**src/verilog/simd_arith_params.svh**
```systemverilog
`ifndef SIMD_ARITH_PARAMS_SVH
`define SIMD_ARITH_PARAMS_SVH

// Operand and field widths
`define WORD_W       32
`define HALF_W       16
`define BYTE_W       8
`define DEST_W       5
`define SHIFT_W      5
`define OP_COUNT     22

// Saturation limits
`define Q15_MAX      16'h7FFF
`define Q15_MIN      16'h8000
`define Q31_MAX      32'h7FFF_FFFF
`define Q31_MIN      32'h8000_0000
`define UBYTE_MAX    8'hFF
`define UBYTE_MIN    8'h00

// Circular index operand layout in the second source
`define DECR_LSB     0
`define RELOAD_LSB   8
`define RELOAD_W     16

// Q31 to Q15 rounding constants
`define Q31_RND_ADD  32'h0000_8000
`define Q31_RND_TOP  32'h7FFF_7FFF

// Q15 to unsigned byte clamp threshold
`define UB_CLAMP_TOP 16'h7F80

// Reset values
`define CARRY_RST    1'b0
`define WORD_RST     32'h0000_0000

`endif

```
**src/verilog/simd_arith_pkg.sv**
```systemverilog
`default_nettype none
`include "simd_arith_params.svh"

package simd_arith_pkg;

	// Operation index, one bit of the one-hot select per entry
	typedef enum {
		q15_pair_add, q15_pair_add_sat, q31_add_sat,
		byte_quad_add, byte_quad_add_sat,
		q15_pair_sub, q15_pair_sub_sat, q31_sub_sat,
		byte_quad_sub, byte_quad_sub_sat,
		add_set_carry, add_with_carry,
		circular_index_decrement, byte_sum_reduce,
		q15_pair_magnitude, q31_magnitude,
		pack_q15_to_q7, shift_pack_words, shift_round_pack_words,
		pack_q31_to_q15, pack_q31_to_q15_round_sat, pack_q15_to_ubyte_sat
	} op_index_type;

	// Data carriers
	typedef logic [`OP_COUNT-1:0] op_sel_type;
	typedef logic [`WORD_W-1:0]   word_type;
	typedef logic [`DEST_W-1:0]   dest_type;
	typedef logic [`SHIFT_W-1:0]  shift_type;

endpackage

`default_nettype wire

```
**src/verilog/pack_if.sv**
```systemverilog
`timescale 1ns/1ns
`default_nettype none

// Operands to the packing unit and its result back
interface pack_if;
	import simd_arith_pkg::*;
	op_sel_type sel;        // One-hot operation select
	word_type   src_one;    // First source word
	word_type   src_two;    // Second source word
	shift_type  shift_amt;  // Shift amount
	word_type   result;     // Packed result, combinational

	modport issue  (output sel, src_one, src_two, shift_amt, input result);
	modport packer (input sel, src_one, src_two, shift_amt, output result);
endinterface

`default_nettype wire

```
**src/verilog/simd_fraction_arith_unit.sv**
```systemverilog
// Notes on behaviour
// - Q15 pair add per half, optional clamp
// - Q31 add always clamps on overflow
// - Byte quad add, optional clamp to 255
// - Q15 pair subtract per half, optional clamp
// - Q31 subtract always clamps on overflow
// - Byte quad subtract, optional floor at zero
// - Add writes sum and records carry bit
// - Add plus held carry, carry untouched
// - Index minus decrement, reload on underflow
// - Sum four bytes, zero-extend to word
// - Q15 pair magnitude, -1.0 gives maximum
// - Q31 magnitude, -1.0 gives maximum
// - Pack four Q15 tops into bytes
// - Shift, optionally round, pack low halves
// - Q31 tops to Q15, optional round clamp
// - Q15 values clamped to unsigned bytes
`timescale 1ns/1ns
`default_nettype none
`include "simd_arith_params.svh"

module simd_fraction_arith_unit (
	// Clock and reset
	input  wire logic                    CLK,
	input  wire logic                    RST_N,
	// Issue from the pipeline
	input  wire logic                    OP_VALID,
	input  wire simd_arith_pkg::op_sel_type OP_SEL,
	input  wire simd_arith_pkg::word_type  SRC_ONE,
	input  wire simd_arith_pkg::word_type  SRC_TWO,
	input  wire simd_arith_pkg::dest_type  DEST_IDX,
	input  wire simd_arith_pkg::shift_type SHIFT_AMT,
	// Result to the general registers
	output logic                         RES_VALID,
	output simd_arith_pkg::dest_type     RES_DEST,
	output simd_arith_pkg::word_type     RES_DATA,
	// Carry bit of the control register
	output logic                         CARRY_FLAG
);
	import simd_arith_pkg::*;

	// Clamp a 17-bit signed sum to Q15
	function automatic logic [15:0] sat16(input logic [16:0] v);
		if (v[16] != v[15])
			return v[16] ? `Q15_MIN : `Q15_MAX;
		return v[15:0];
	endfunction

	// Clamp a 33-bit signed sum to Q31
	function automatic logic [31:0] sat32(input logic [32:0] v);
		if (v[32] != v[31])
			return v[32] ? `Q31_MIN : `Q31_MAX;
		return v[31:0];
	endfunction

	// Magnitude of a Q15 half
	function automatic logic [15:0] abs16(input logic [15:0] h);
		if (h == `Q15_MIN)
			return `Q15_MAX;
		return h[15] ? 16'(-h) : h;
	endfunction

	// Magnitude of a Q31 word
	function automatic logic [31:0] abs32(input logic [31:0] w);
		if (w == `Q31_MIN)
			return `Q31_MAX;
		return w[31] ? 32'(-w) : w;
	endfunction

	// Result and control state
	logic     valid_reg;   // Result present
	dest_type dest_reg;    // Destination index
	word_type data_reg;    // Result word
	word_type data_next;   // Result word being formed
	logic     carry_reg;   // Held carry bit
	logic     carry_next;  // Carry bit after this operation

	// Per-lane results
	word_type half_add;    // Q15 pair add, wrapping
	word_type half_add_s;  // Q15 pair add, clamped
	word_type half_sub;    // Q15 pair subtract, wrapping
	word_type half_sub_s;  // Q15 pair subtract, clamped
	word_type half_abs;    // Q15 pair magnitude
	word_type byte_add;    // Byte add, wrapping
	word_type byte_add_s;  // Byte add, clamped
	word_type byte_sub;    // Byte sub, wrapping
	word_type byte_sub_s;  // Byte sub, floored

	// Whole-word results
	logic [32:0] word_sum;    // Sign-extended Q31 sum
	logic [32:0] word_diff;   // Sign-extended Q31 difference
	logic [32:0] carry_sum;   // Unsigned sum with carry out
	logic [32:0] carry_in_sum; // Unsigned sum plus held carry
	logic [9:0]  byte_total;  // Reduction of four bytes
	logic [32:0] index_diff;  // Index minus decrement
	word_type    index_out;   // Circular index result

	// Packing unit link
	pack_if pk ();

	// Two Q15 lanes
	for (genvar g = 0; g < 2; g++) begin : g_half
		logic [16:0] s;  // Lane sum
		logic [16:0] d;  // Lane difference
		assign s = {SRC_ONE[16*g+15], SRC_ONE[16*g +: 16]}
			+ {SRC_TWO[16*g+15], SRC_TWO[16*g +: 16]};
		assign d = {SRC_ONE[16*g+15], SRC_ONE[16*g +: 16]}
			- {SRC_TWO[16*g+15], SRC_TWO[16*g +: 16]};
		assign half_add[16*g +: 16]   = s[15:0];
		assign half_add_s[16*g +: 16] = sat16(s);
		assign half_sub[16*g +: 16]   = d[15:0];
		assign half_sub_s[16*g +: 16] = sat16(d);
		assign half_abs[16*g +: 16]   = abs16(SRC_TWO[16*g +: 16]);
	end

	// Four unsigned byte lanes
	for (genvar g = 0; g < 4; g++) begin : g_byte
		logic [8:0] s;  // Lane sum with carry
		logic [8:0] d;  // Lane difference with borrow
		assign s = {1'b0, SRC_ONE[8*g +: 8]} + {1'b0, SRC_TWO[8*g +: 8]};
		assign d = {1'b0, SRC_ONE[8*g +: 8]} - {1'b0, SRC_TWO[8*g +: 8]};
		assign byte_add[8*g +: 8]   = s[7:0];
		assign byte_add_s[8*g +: 8] = s[8] ? `UBYTE_MAX : s[7:0];
		assign byte_sub[8*g +: 8]   = d[7:0];
		assign byte_sub_s[8*g +: 8] = d[8] ? `UBYTE_MIN : d[7:0];
	end

	// Word arithmetic
	assign word_sum     = {SRC_ONE[31], SRC_ONE} + {SRC_TWO[31], SRC_TWO};
	assign word_diff    = {SRC_ONE[31], SRC_ONE} - {SRC_TWO[31], SRC_TWO};
	assign carry_sum    = {1'b0, SRC_ONE} + {1'b0, SRC_TWO};
	assign carry_in_sum = carry_sum + {32'h0000_0000, carry_reg};
	assign byte_total   = {2'b00, SRC_ONE[31:24]} + {2'b00, SRC_ONE[23:16]}
		+ {2'b00, SRC_ONE[15:8]} + {2'b00, SRC_ONE[7:0]};

	// Circular index: borrow means the index went below zero
	assign index_diff = {1'b0, SRC_ONE}
		- {25'h000_0000, SRC_TWO[`DECR_LSB +: `BYTE_W]};
	assign index_out  = index_diff[32]
		? {16'h0000, SRC_TWO[`RELOAD_LSB +: `RELOAD_W]} : index_diff[31:0];

	// Drive the packing unit
	assign pk.sel       = OP_SEL;
	assign pk.src_one   = SRC_ONE;
	assign pk.src_two   = SRC_TWO;
	assign pk.shift_amt = SHIFT_AMT;

	pack_unit u_pack (
		.pk (pk.packer)
	);

	// Pick the result of the selected operation
	always_comb begin
		data_next = `WORD_RST;
		if (OP_SEL[q15_pair_add])
			data_next = half_add;
		if (OP_SEL[q15_pair_add_sat])
			data_next = half_add_s;
		if (OP_SEL[q31_add_sat])
			data_next = sat32(word_sum);
		if (OP_SEL[byte_quad_add])
			data_next = byte_add;
		if (OP_SEL[byte_quad_add_sat])
			data_next = byte_add_s;
		if (OP_SEL[q15_pair_sub])
			data_next = half_sub;
		if (OP_SEL[q15_pair_sub_sat])
			data_next = half_sub_s;
		if (OP_SEL[q31_sub_sat])
			data_next = sat32(word_diff);
		if (OP_SEL[byte_quad_sub])
			data_next = byte_sub;
		if (OP_SEL[byte_quad_sub_sat])
			data_next = byte_sub_s;
		if (OP_SEL[add_set_carry])
			data_next = carry_sum[31:0];
		if (OP_SEL[add_with_carry])
			data_next = carry_in_sum[31:0];
		if (OP_SEL[circular_index_decrement])
			data_next = index_out;
		if (OP_SEL[byte_sum_reduce])
			data_next = {22'h00_0000, byte_total};
		if (OP_SEL[q15_pair_magnitude])
			data_next = half_abs;
		if (OP_SEL[q31_magnitude])
			data_next = abs32(SRC_TWO);
		if (OP_SEL[pack_q15_to_q7] | OP_SEL[shift_pack_words]
			| OP_SEL[shift_round_pack_words] | OP_SEL[pack_q31_to_q15]
			| OP_SEL[pack_q31_to_q15_round_sat] | OP_SEL[pack_q15_to_ubyte_sat])
			data_next = pk.result;
	end

	// Only the set-carry add changes the held carry
	always_comb begin
		carry_next = carry_reg;
		if (OP_VALID && OP_SEL[add_set_carry])
			carry_next = carry_sum[32];
	end

	// Result registers, one cycle after issue
	always_ff @(posedge CLK or negedge RST_N) begin
		if (!RST_N) begin
			valid_reg <= 1'b0;
			dest_reg  <= '0;
			data_reg  <= `WORD_RST;
		end else begin
			valid_reg <= OP_VALID;
			if (OP_VALID) begin
				dest_reg <= DEST_IDX;
				data_reg <= data_next;
			end
		end
	end

	// Carry bit of the control register
	always_ff @(posedge CLK or negedge RST_N) begin
		if (!RST_N)
			carry_reg <= `CARRY_RST;
		else
			carry_reg <= carry_next;
	end

	// Outputs
	assign RES_VALID  = valid_reg;
	assign RES_DEST   = dest_reg;
	assign RES_DATA   = data_reg;
	assign CARRY_FLAG = carry_reg;
endmodule

`default_nettype wire

```
**src/verilog/pack_unit.sv**
```systemverilog
`timescale 1ns/1ns
`default_nettype none
`include "simd_arith_params.svh"

// Precision-reducing packing, purely combinational
module pack_unit (
	pack_if.packer pk
);
	import simd_arith_pkg::*;

	// Shift word right arithmetically, optional round at top discard bit
	function automatic logic [15:0] shr_half(input logic [31:0] w, input logic [4:0] s,
		input logic rnd);
		logic signed [32:0] e;
		logic [4:0]         sm1;
		e = $signed({w[31], w});
		sm1 = s - 5'd1;
		if (rnd && s != 5'd0) begin
			e = e >>> sm1;
			e = e + 33'sd1;
			e = e >>> 1;
		end else begin
			e = e >>> s;
		end
		return e[15:0];
	endfunction

	// Round a Q31 word to Q15 with clamp at the top
	function automatic logic [15:0] q31_round(input logic [31:0] w);
		logic [31:0] r;
		r = w + `Q31_RND_ADD;
		if (!w[31] && w > `Q31_RND_TOP)
			return `Q15_MAX;
		return r[31:16];
	endfunction

	// Clamp a Q15 value to an unsigned byte
	function automatic logic [7:0] q15_ubyte(input logic [15:0] h);
		if (h[15])
			return `UBYTE_MIN;
		if (h > `UB_CLAMP_TOP)
			return `UBYTE_MAX;
		return h[14:7];
	endfunction

	// Select the packing result
	always_comb begin
		pk.result = `WORD_RST;
		if (pk.sel[pack_q15_to_q7])
			pk.result = {pk.src_one[31:24], pk.src_one[15:8],
				pk.src_two[31:24], pk.src_two[15:8]};
		if (pk.sel[shift_pack_words])
			pk.result = {shr_half(pk.src_two, pk.shift_amt, 1'b0),
				shr_half(pk.src_one, pk.shift_amt, 1'b0)};
		if (pk.sel[shift_round_pack_words])
			pk.result = {shr_half(pk.src_two, pk.shift_amt, 1'b1),
				shr_half(pk.src_one, pk.shift_amt, 1'b1)};
		if (pk.sel[pack_q31_to_q15])
			pk.result = {pk.src_one[31:16], pk.src_two[31:16]};
		if (pk.sel[pack_q31_to_q15_round_sat])
			pk.result = {q31_round(pk.src_one), q31_round(pk.src_two)};
		if (pk.sel[pack_q15_to_ubyte_sat])
			pk.result = {q15_ubyte(pk.src_one[31:16]), q15_ubyte(pk.src_one[15:0]),
				q15_ubyte(pk.src_two[31:16]), q15_ubyte(pk.src_two[15:0])};
	end

endmodule

`default_nettype wire

```
**config.mk**
```make
export PLATFORM = sky130hd
export DESIGN_NAME = simd_fraction_arith_unit
export DESIGN_NICKNAME = d
export VERILOG_FILES = /design/src/verilog/simd_arith_pkg.sv /design/src/verilog/pack_if.sv /design/src/verilog/simd_fraction_arith_unit.sv /design/src/verilog/pack_unit.sv
export VERILOG_INCLUDE_DIRS = /design/src /design/src/verilog
export SDC_FILE = /design/constraint.sdc
export NUM_CORES = 1
export LEC_CHECK = 0
export ABC_AREA = 1
export BUFFER_PORTS_ARGS = -buffer_cell sky130_fd_sc_hd__buf_2
export CORE_AREA = 2 2 315 317
export DETAILED_ROUTE_END_ITERATION = 6
export DIE_AREA = 0 0 317 319
export HOLD_SLACK_MARGIN = 0.1
export SLEW_MARGIN = 40
export SYNTH_ARGS = -nofsm -noshare
export SYNTH_HDL_FRONTEND = slang
export SYNTH_SLANG_ARGS = --single-unit
```
**constraint.sdc**
```tcl
create_clock -name CLK -period 3.2 [get_ports CLK]
set_clock_uncertainty 0.05 [all_clocks]
set_input_delay 0.32 -clock CLK [delete_from_list [all_inputs] [get_ports CLK]]
set_output_delay 0.32 -clock CLK [all_outputs]
set_load 0.02 [all_outputs]
```
# [After elaboration in Yosys (flattened, before gate mapping)]
# Index checks and enable logic that the tools add are counted.
[classes] n_addsub=28 magnitude_cmp=6 n_eq_ne=9 n_shift=4 muxes=117 bitwise_logic=5 n_reduce_logical=6
[ops] op="32-bit two-way mux" n=33
[ops] op="16-bit two-way mux" n=24
[ops] op="8-bit two-way mux" n=24
[ops] op="32-bit by 32-bit adder with 33-bit output" n=2
[ops] op="32-bit by 16-bit adder with 32-bit output (second input constant)" n=2
[ops] op="16-bit by 15-bit > comparator with 1-bit output (second input constant)" n=4
[ops] op="32-bit by 31-bit > comparator with 1-bit output (second input constant)" n=2
[ops] op="32-bit by 5-bit >>> shifter with 16-bit output" n=2
[ops] op="32-bit by 5-bit >>> shifter with 17-bit output" n=2
[ops] op="8-bit by 8-bit adder with 9-bit output" n=5
[ops] op="1-bit two-way mux" n=36
[ops] op="8-bit by 8-bit subtractor with 9-bit output" n=4
[ops] op="16-bit by 16-bit adder with 17-bit output" n=2
[ops] op="17-bit by 2-bit adder with 17-bit output (second input constant)" n=2
[ops] op="16-bit by 16-bit subtractor with 17-bit output" n=2
[ops] op="32-bit by 32-bit subtractor with 33-bit output" n=1
[ops] op="32-bit by 8-bit subtractor with 33-bit output" n=1
[ops] op="32-bit by 1-bit adder with 32-bit output" n=1
[ops] op="16-bit equality test (second input constant)" n=2
[ops] op="32-bit equality test (second input constant)" n=1
[ops] op="16-bit negation" n=2
[ops] op="32-bit negation" n=1
[ops] op="10-bit by 8-bit adder with 10-bit output" n=1
[ops] op="9-bit by 8-bit adder with 10-bit output" n=1
[ops] op="other kinds (6)" n=18
[totals] register_bits=39 input_bits=99 output_inout_bits=39

# [Logic depth before layout (Yosys ltp)]
[depth] ltp_word=20 mapped_depth=37

# [Cells and area by module]
# Synthesis repeated with hierarchy kept, for this count alone.
[unflattened] hier_cells=5105 area_unflattened_um2=25852.3
[modules_own_cells] mod="simd_fraction_arith_unit" instances=1 cells_each=3001 area_per_inst_um2=16027.9 seq_area_each_um2=975.9
[modules_own_cells] mod="pack_unit" instances=1 cells_each=2104 area_per_inst_um2=9824.4 seq_area_each_um2=0.0

# [Worst setup path after synthesis]
# OpenSTA, ideal clock, no wires.
[synth_timing] path_kind="input -> register" startpoint="input port SHIFT_AMT[0]" endpoint="register data_reg[15], in the netlist RES_DATA[15]" setup_time_ns=0.121 t_arrival_ns=4.004 required_ns=3.029 slack_ns=-0.975 path_stages=34 path_buffers=7 path_cell_list="buf_6 inv_4 buf_2 buf_2 buf_1 ha_1 buf_2 inv_2 buf_2 buf_2 o21ai_0 nand2_1 a31oi_1 nand2_1 o21ai_0 inv_1 ha_1 inv_1 nor2_2 nand3_1 nor2_2 inv_2 nor2_1 nand3_1 nand2_1 nand2_1 o21ai_1 nand2_1 nand2_1 nand2_1 nand2_1 nand2_1 nor2_1 a21oi_1"
[synth_via] elab_chain_len=9 word_cells_on_any_way=12 cone_classes="add/sub: 2; shift: 2; mux: 7; reduce/logical: 1"
[synth_rtl] element="start: declaration" line_no="simd_fraction_arith_unit.sv:32" rtl="input wire simd_arith_pkg::shift_type SHIFT_AMT,"
[synth_rtl] element="5-bit by 1-bit subtractor with 5-bit output"
[synth_rtl] element="32-bit by 5-bit >>> shifter with 17-bit output" line_no="pack_unit.sv:19" rtl="e = e >>> sm1;"
[synth_rtl] element="17-bit by 2-bit adder with 17-bit output" line_no="pack_unit.sv:20" rtl="e = e + 33'sd1;"
[synth_rtl] element="16-bit two-way mux" line_no="pack_unit.sv:18" rtl="if (rnd && s != 5'd0) begin"
[synth_rtl] element="32-bit two-way mux *" line_no="pack_unit.sv:55" rtl="if (pk.sel[shift_round_pack_words])"
[synth_rtl] element="32-bit two-way mux *" line_no="pack_unit.sv:58" rtl="if (pk.sel[pack_q31_to_q15])"
[synth_rtl] element="32-bit two-way mux *" line_no="pack_unit.sv:60" rtl="if (pk.sel[pack_q31_to_q15_round_sat])"
[synth_rtl] element="32-bit two-way mux *" line_no="pack_unit.sv:62" rtl="if (pk.sel[pack_q15_to_ubyte_sat])"
[synth_rtl] element="32-bit two-way mux *" line_no="simd_fraction_arith_unit.sv:187" rtl="if (OP_SEL[pack_q15_to_q7] | OP_SEL[shift_pack_words]"
[synth_rtl] element="end signal: assignment" line_no="simd_fraction_arith_unit.sv:205" rtl="data_reg <= `WORD_RST;"
[synth_rtl] element="end signal: assignment" line_no="simd_fraction_arith_unit.sv:210" rtl="data_reg <= data_next;"
[synth_rtl] element="end: declaration" line_no="simd_fraction_arith_unit.sv:73" rtl="word_type data_reg;"
# Mark *: on every way between the ends. The rest lies on a longest branch, timed or not.
# A chain may end at the register's enable or synchronous reset.

# [Worst setup path after layout]
[layout_timing] startpoint="input port SHIFT_AMT[0]" endpoint="register data_reg[27], in the netlist RES_DATA[27]"
# The elaborated chain is that of the path after synthesis.

==> results by group <==
Timing
  • Max transition margin: 0.455
  • RSZ-0062 raised after global routing: yes
  • Fin crit share: 1.13
  • Setup ws final: -0.412 ns
  • Max Transition Viols Final: 0
  • Setup_tns: -9.39 ns
  • Worst slew pin tran: 0.813 ns
  • Final Hold Fails: 0
  • FMAX: 0.277 GHz
  • Count of final setup violators: 32
  • Crit path time final: 3.61 ns
  • Hold slack: 0.164 ns

Detailed routing
  • Router iterations before antenna repair: 6
  • Drt total wl: 166 mm
  • Iter 0 DRT Violations: 4402
  • WL/cell: 23.6 µm
  • Post-DRT Antenna Nets: 0
  • Residual DRC: 0
  • Via-to-Cell Ratio: 5.35
  • Vias post-DR: 37600

Worst setup path
  • Max FO, Critical Path: 8
  • CP max stage delay: 0.26 ns
  • Req. time, crit path: 3.35 ns
  • CP arrival: 3.76 ns
  • Crit path capture type: register
  • Worst path slowest cell: bufbuf_16
  • Critical Path Source Type: primary input
  • Crit Path Class: in -> reg

Global routing
  • Largest net degree at the start of global routing: 55
  • Congestion Overflow GR: 0
  • Initial antenna violation count: 9
  • Global-route wire length before repair: 237 mm
  • GRT Overall Usage: 0.315
  • Vias in the first global route: 35100

Yosys
  • Syn nets: 4809
  • Cells after synthesis: 4596
  • Area leader, netlist: nand2_1
  • Post-synth top flop: dfrtp_1
  • Area share of the largest cell type after synthesis: 0.196
  • Unique masters post-synth: 74
  • Post-synth EDFFs: 0
  • Asr flop ratio synth: 1.00
  • Synth Warn #: 0
  • Syn Std Cell Area: 0.0243 mm²
  • Main area contributors after synthesis: nand2_1 (20%), o21ai_0 (12%), inv_1 (7.6%), a21oi_1 (7.6%), xor2_1 (5.8%)
  • FF+latch count, synth: 39
  • Mean Syn Cell Area: 5.28 µm²
  • Sequential area share after synthesis: 0.0402

Pwr
  • Final total power: 11500 µW
  • Leak pwr: 0.0194 µW
  • Power per Cell Area: 289 mW/mm²
  • VDD IR max: 214 µV

Floorplanning
  • Core Region: 0.0977 mm²
  • Die width: 317 µm
  • DIE AREA: 0.101 mm²
  • Site row count: 115
  • Die height: 319 µm
  • # IOs: 138
  • Initial core utilization: 0.248

Cells and area
  • Commonest non-fill, non-tap cell in the layout: buf_4
  • Most frequent cells in the layout: buf_4 (1186), nand2_1 (1105), o21ai_0 (462), inv_1 (439), a21oi_1 (298)
  • Nets@finish: 5959
  • Synth-to-Final Area Change: 63.9%
  • Proportion of layout cells with a drive suffix above 1: 0.387

Min path
  • Hold WC Path Type: in -> reg

Placed design
  • Post-DP HPWL: 135 mm
  • Port bufs: 137
  • GPL Wtd Cong: 1.09

Clocking
  • Max H-tree Level: 2
  • Clk root buf: clkbuf_16
  • Skew-Pair Late Insertion Delay: 0.31 ns
  • CTS tree: yes
  • Clk slew on worst S/H paths: 0.07 ns
  • Num CTS Buffers: 5
  • Number of clock sinks: 39
  • CTS max path bufs: 2

Outcome
  • Status: complete, but fails checks
  • Failing checks: negative setup slack

Job
  • Number of max-cap violations: 0
==> metal layers <==
metal | global-route usage | up-vias | wire length, µm
met2 | 0.480 | 2079 | 70300
met3 | 0.0580 | 528 | 16200
met5 | 0 | - | 44
li1 | - | 17500 | -
met1 | 0.412 | 17500 | 66700
met4 | 0.185 | 6 | 12600
==> cells in the mapped netlist (all sizes together) (19+ instances only) <==
library cell	instances
fa	24
a31oi	37
mux2i	44
nand3	240
clkbuf	152
o21ai	656
o21bai	26
nand2	1294
a21oi	377
a211oi	19
nand4	41
o21a	27
nor4	20
buf	134
nor3	60
ha	90
xor2	171
dfrtp	39
o211ai	75
o22ai	23
nor2	390
inv	535
==> logic make-up (layout without fill, tap and decap cells) <==
group | Yosys count | in the layout | synth area share
AND/OR/NAND/NOR | 2068 | 2069 | 0.359
AO/OA/AOI/OAI | 1307 | 1307 | 0.302
buffers and inverters | 838 | 1988 | 0.142
XOR/XNOR | 186 | 186 | 0.0718
adder cells (fa/ha/maj) | 114 | 114 | 0.0662
multiplexers | 44 | 44 | 0.0182
flip-flops | 39 | 39 | 0.0402
other | 0 | 3 | 0
==> worst paths after layout <==
kind	from	to	slack [ns]	depth (start not counted)
max in group asynchronous	RST_N	RES_DATA[2]	2.18	2
min in group asynchronous	RST_N	RES_DATA[17]	0.52	2
worst min-delay path	DEST_IDX[1]	RES_DEST[1]	0.16	3
worst max-delay path	SHIFT_AMT[0]	RES_DATA[27]	-0.41	28
worst max register to register	CARRY_FLAG	RES_DATA[22]	0.06	24
worst min register to register	RES_DEST[3]	RES_DEST[3]	0.42	2
==> power by group <==
group          switching, µW  internal [µW]  total [µW]
clock network            258            369         627
logic                   5930           4310       10200
registers               68.0            550         618
total                   6260           5230       11500
==> critical path: cells and delay by family <==
kind                     cells  cell delay (ns)
XOR/XNOR                     1             0.14
AND/OR/NAND/NOR             12             1.31
AO/OA/AOI/OAI                5             0.67
adder cells (fa/ha/maj)      2             0.35
buffers and inverters        8             0.94
==> sequential cells by signal, indices dropped and copies added, names as in the netlist <==
| signal | count |
|---|---|
| RES_DATA | 32 |
| RES_DEST | 5 |
| CARRY_FLAG | 1 |
| RES_VALID | 1 |
==> layout make-up <==
cell class	count	area, µm²
sequential	39	976
tap	1287	1610
antenna	3	7.51
timing repair inverter	3	30.0
multi-input combinational	3720	23200
timing repair buffer	1425	11500
clock buffer	5	125
inverter	552	2210
fill	10600	57900
clock inverter	3	43.8
==> per-stage QoR <==
stage / instance area [µm²] / std cells / utilization / setup slack, ns
after global placement: 34700 / 6894 / 0.355 / -1.26
final: 39800 / 7037 / 0.407 / -0.412
after global routing: 39800 / 7037 / 0.407 / -0.575
after detailed placement: 34700 / 6894 / 0.355 / -1.25
after CTS: 37900 / 6977 / 0.388 / -0.415
after floorplan: 24900 / 4596 / - / -0.337
==> timing repair <==
item,in CTS,in global routing
gates resized for setup,654,369
endpoints found under the setup margin,32,32
gates cloned,9,2
pin swaps,201,255
buffers inserted,69,62
hold endpoints to repair,39,0
hold buffers,1,0
Note: power is estimated with default switching activity, not from simulation.
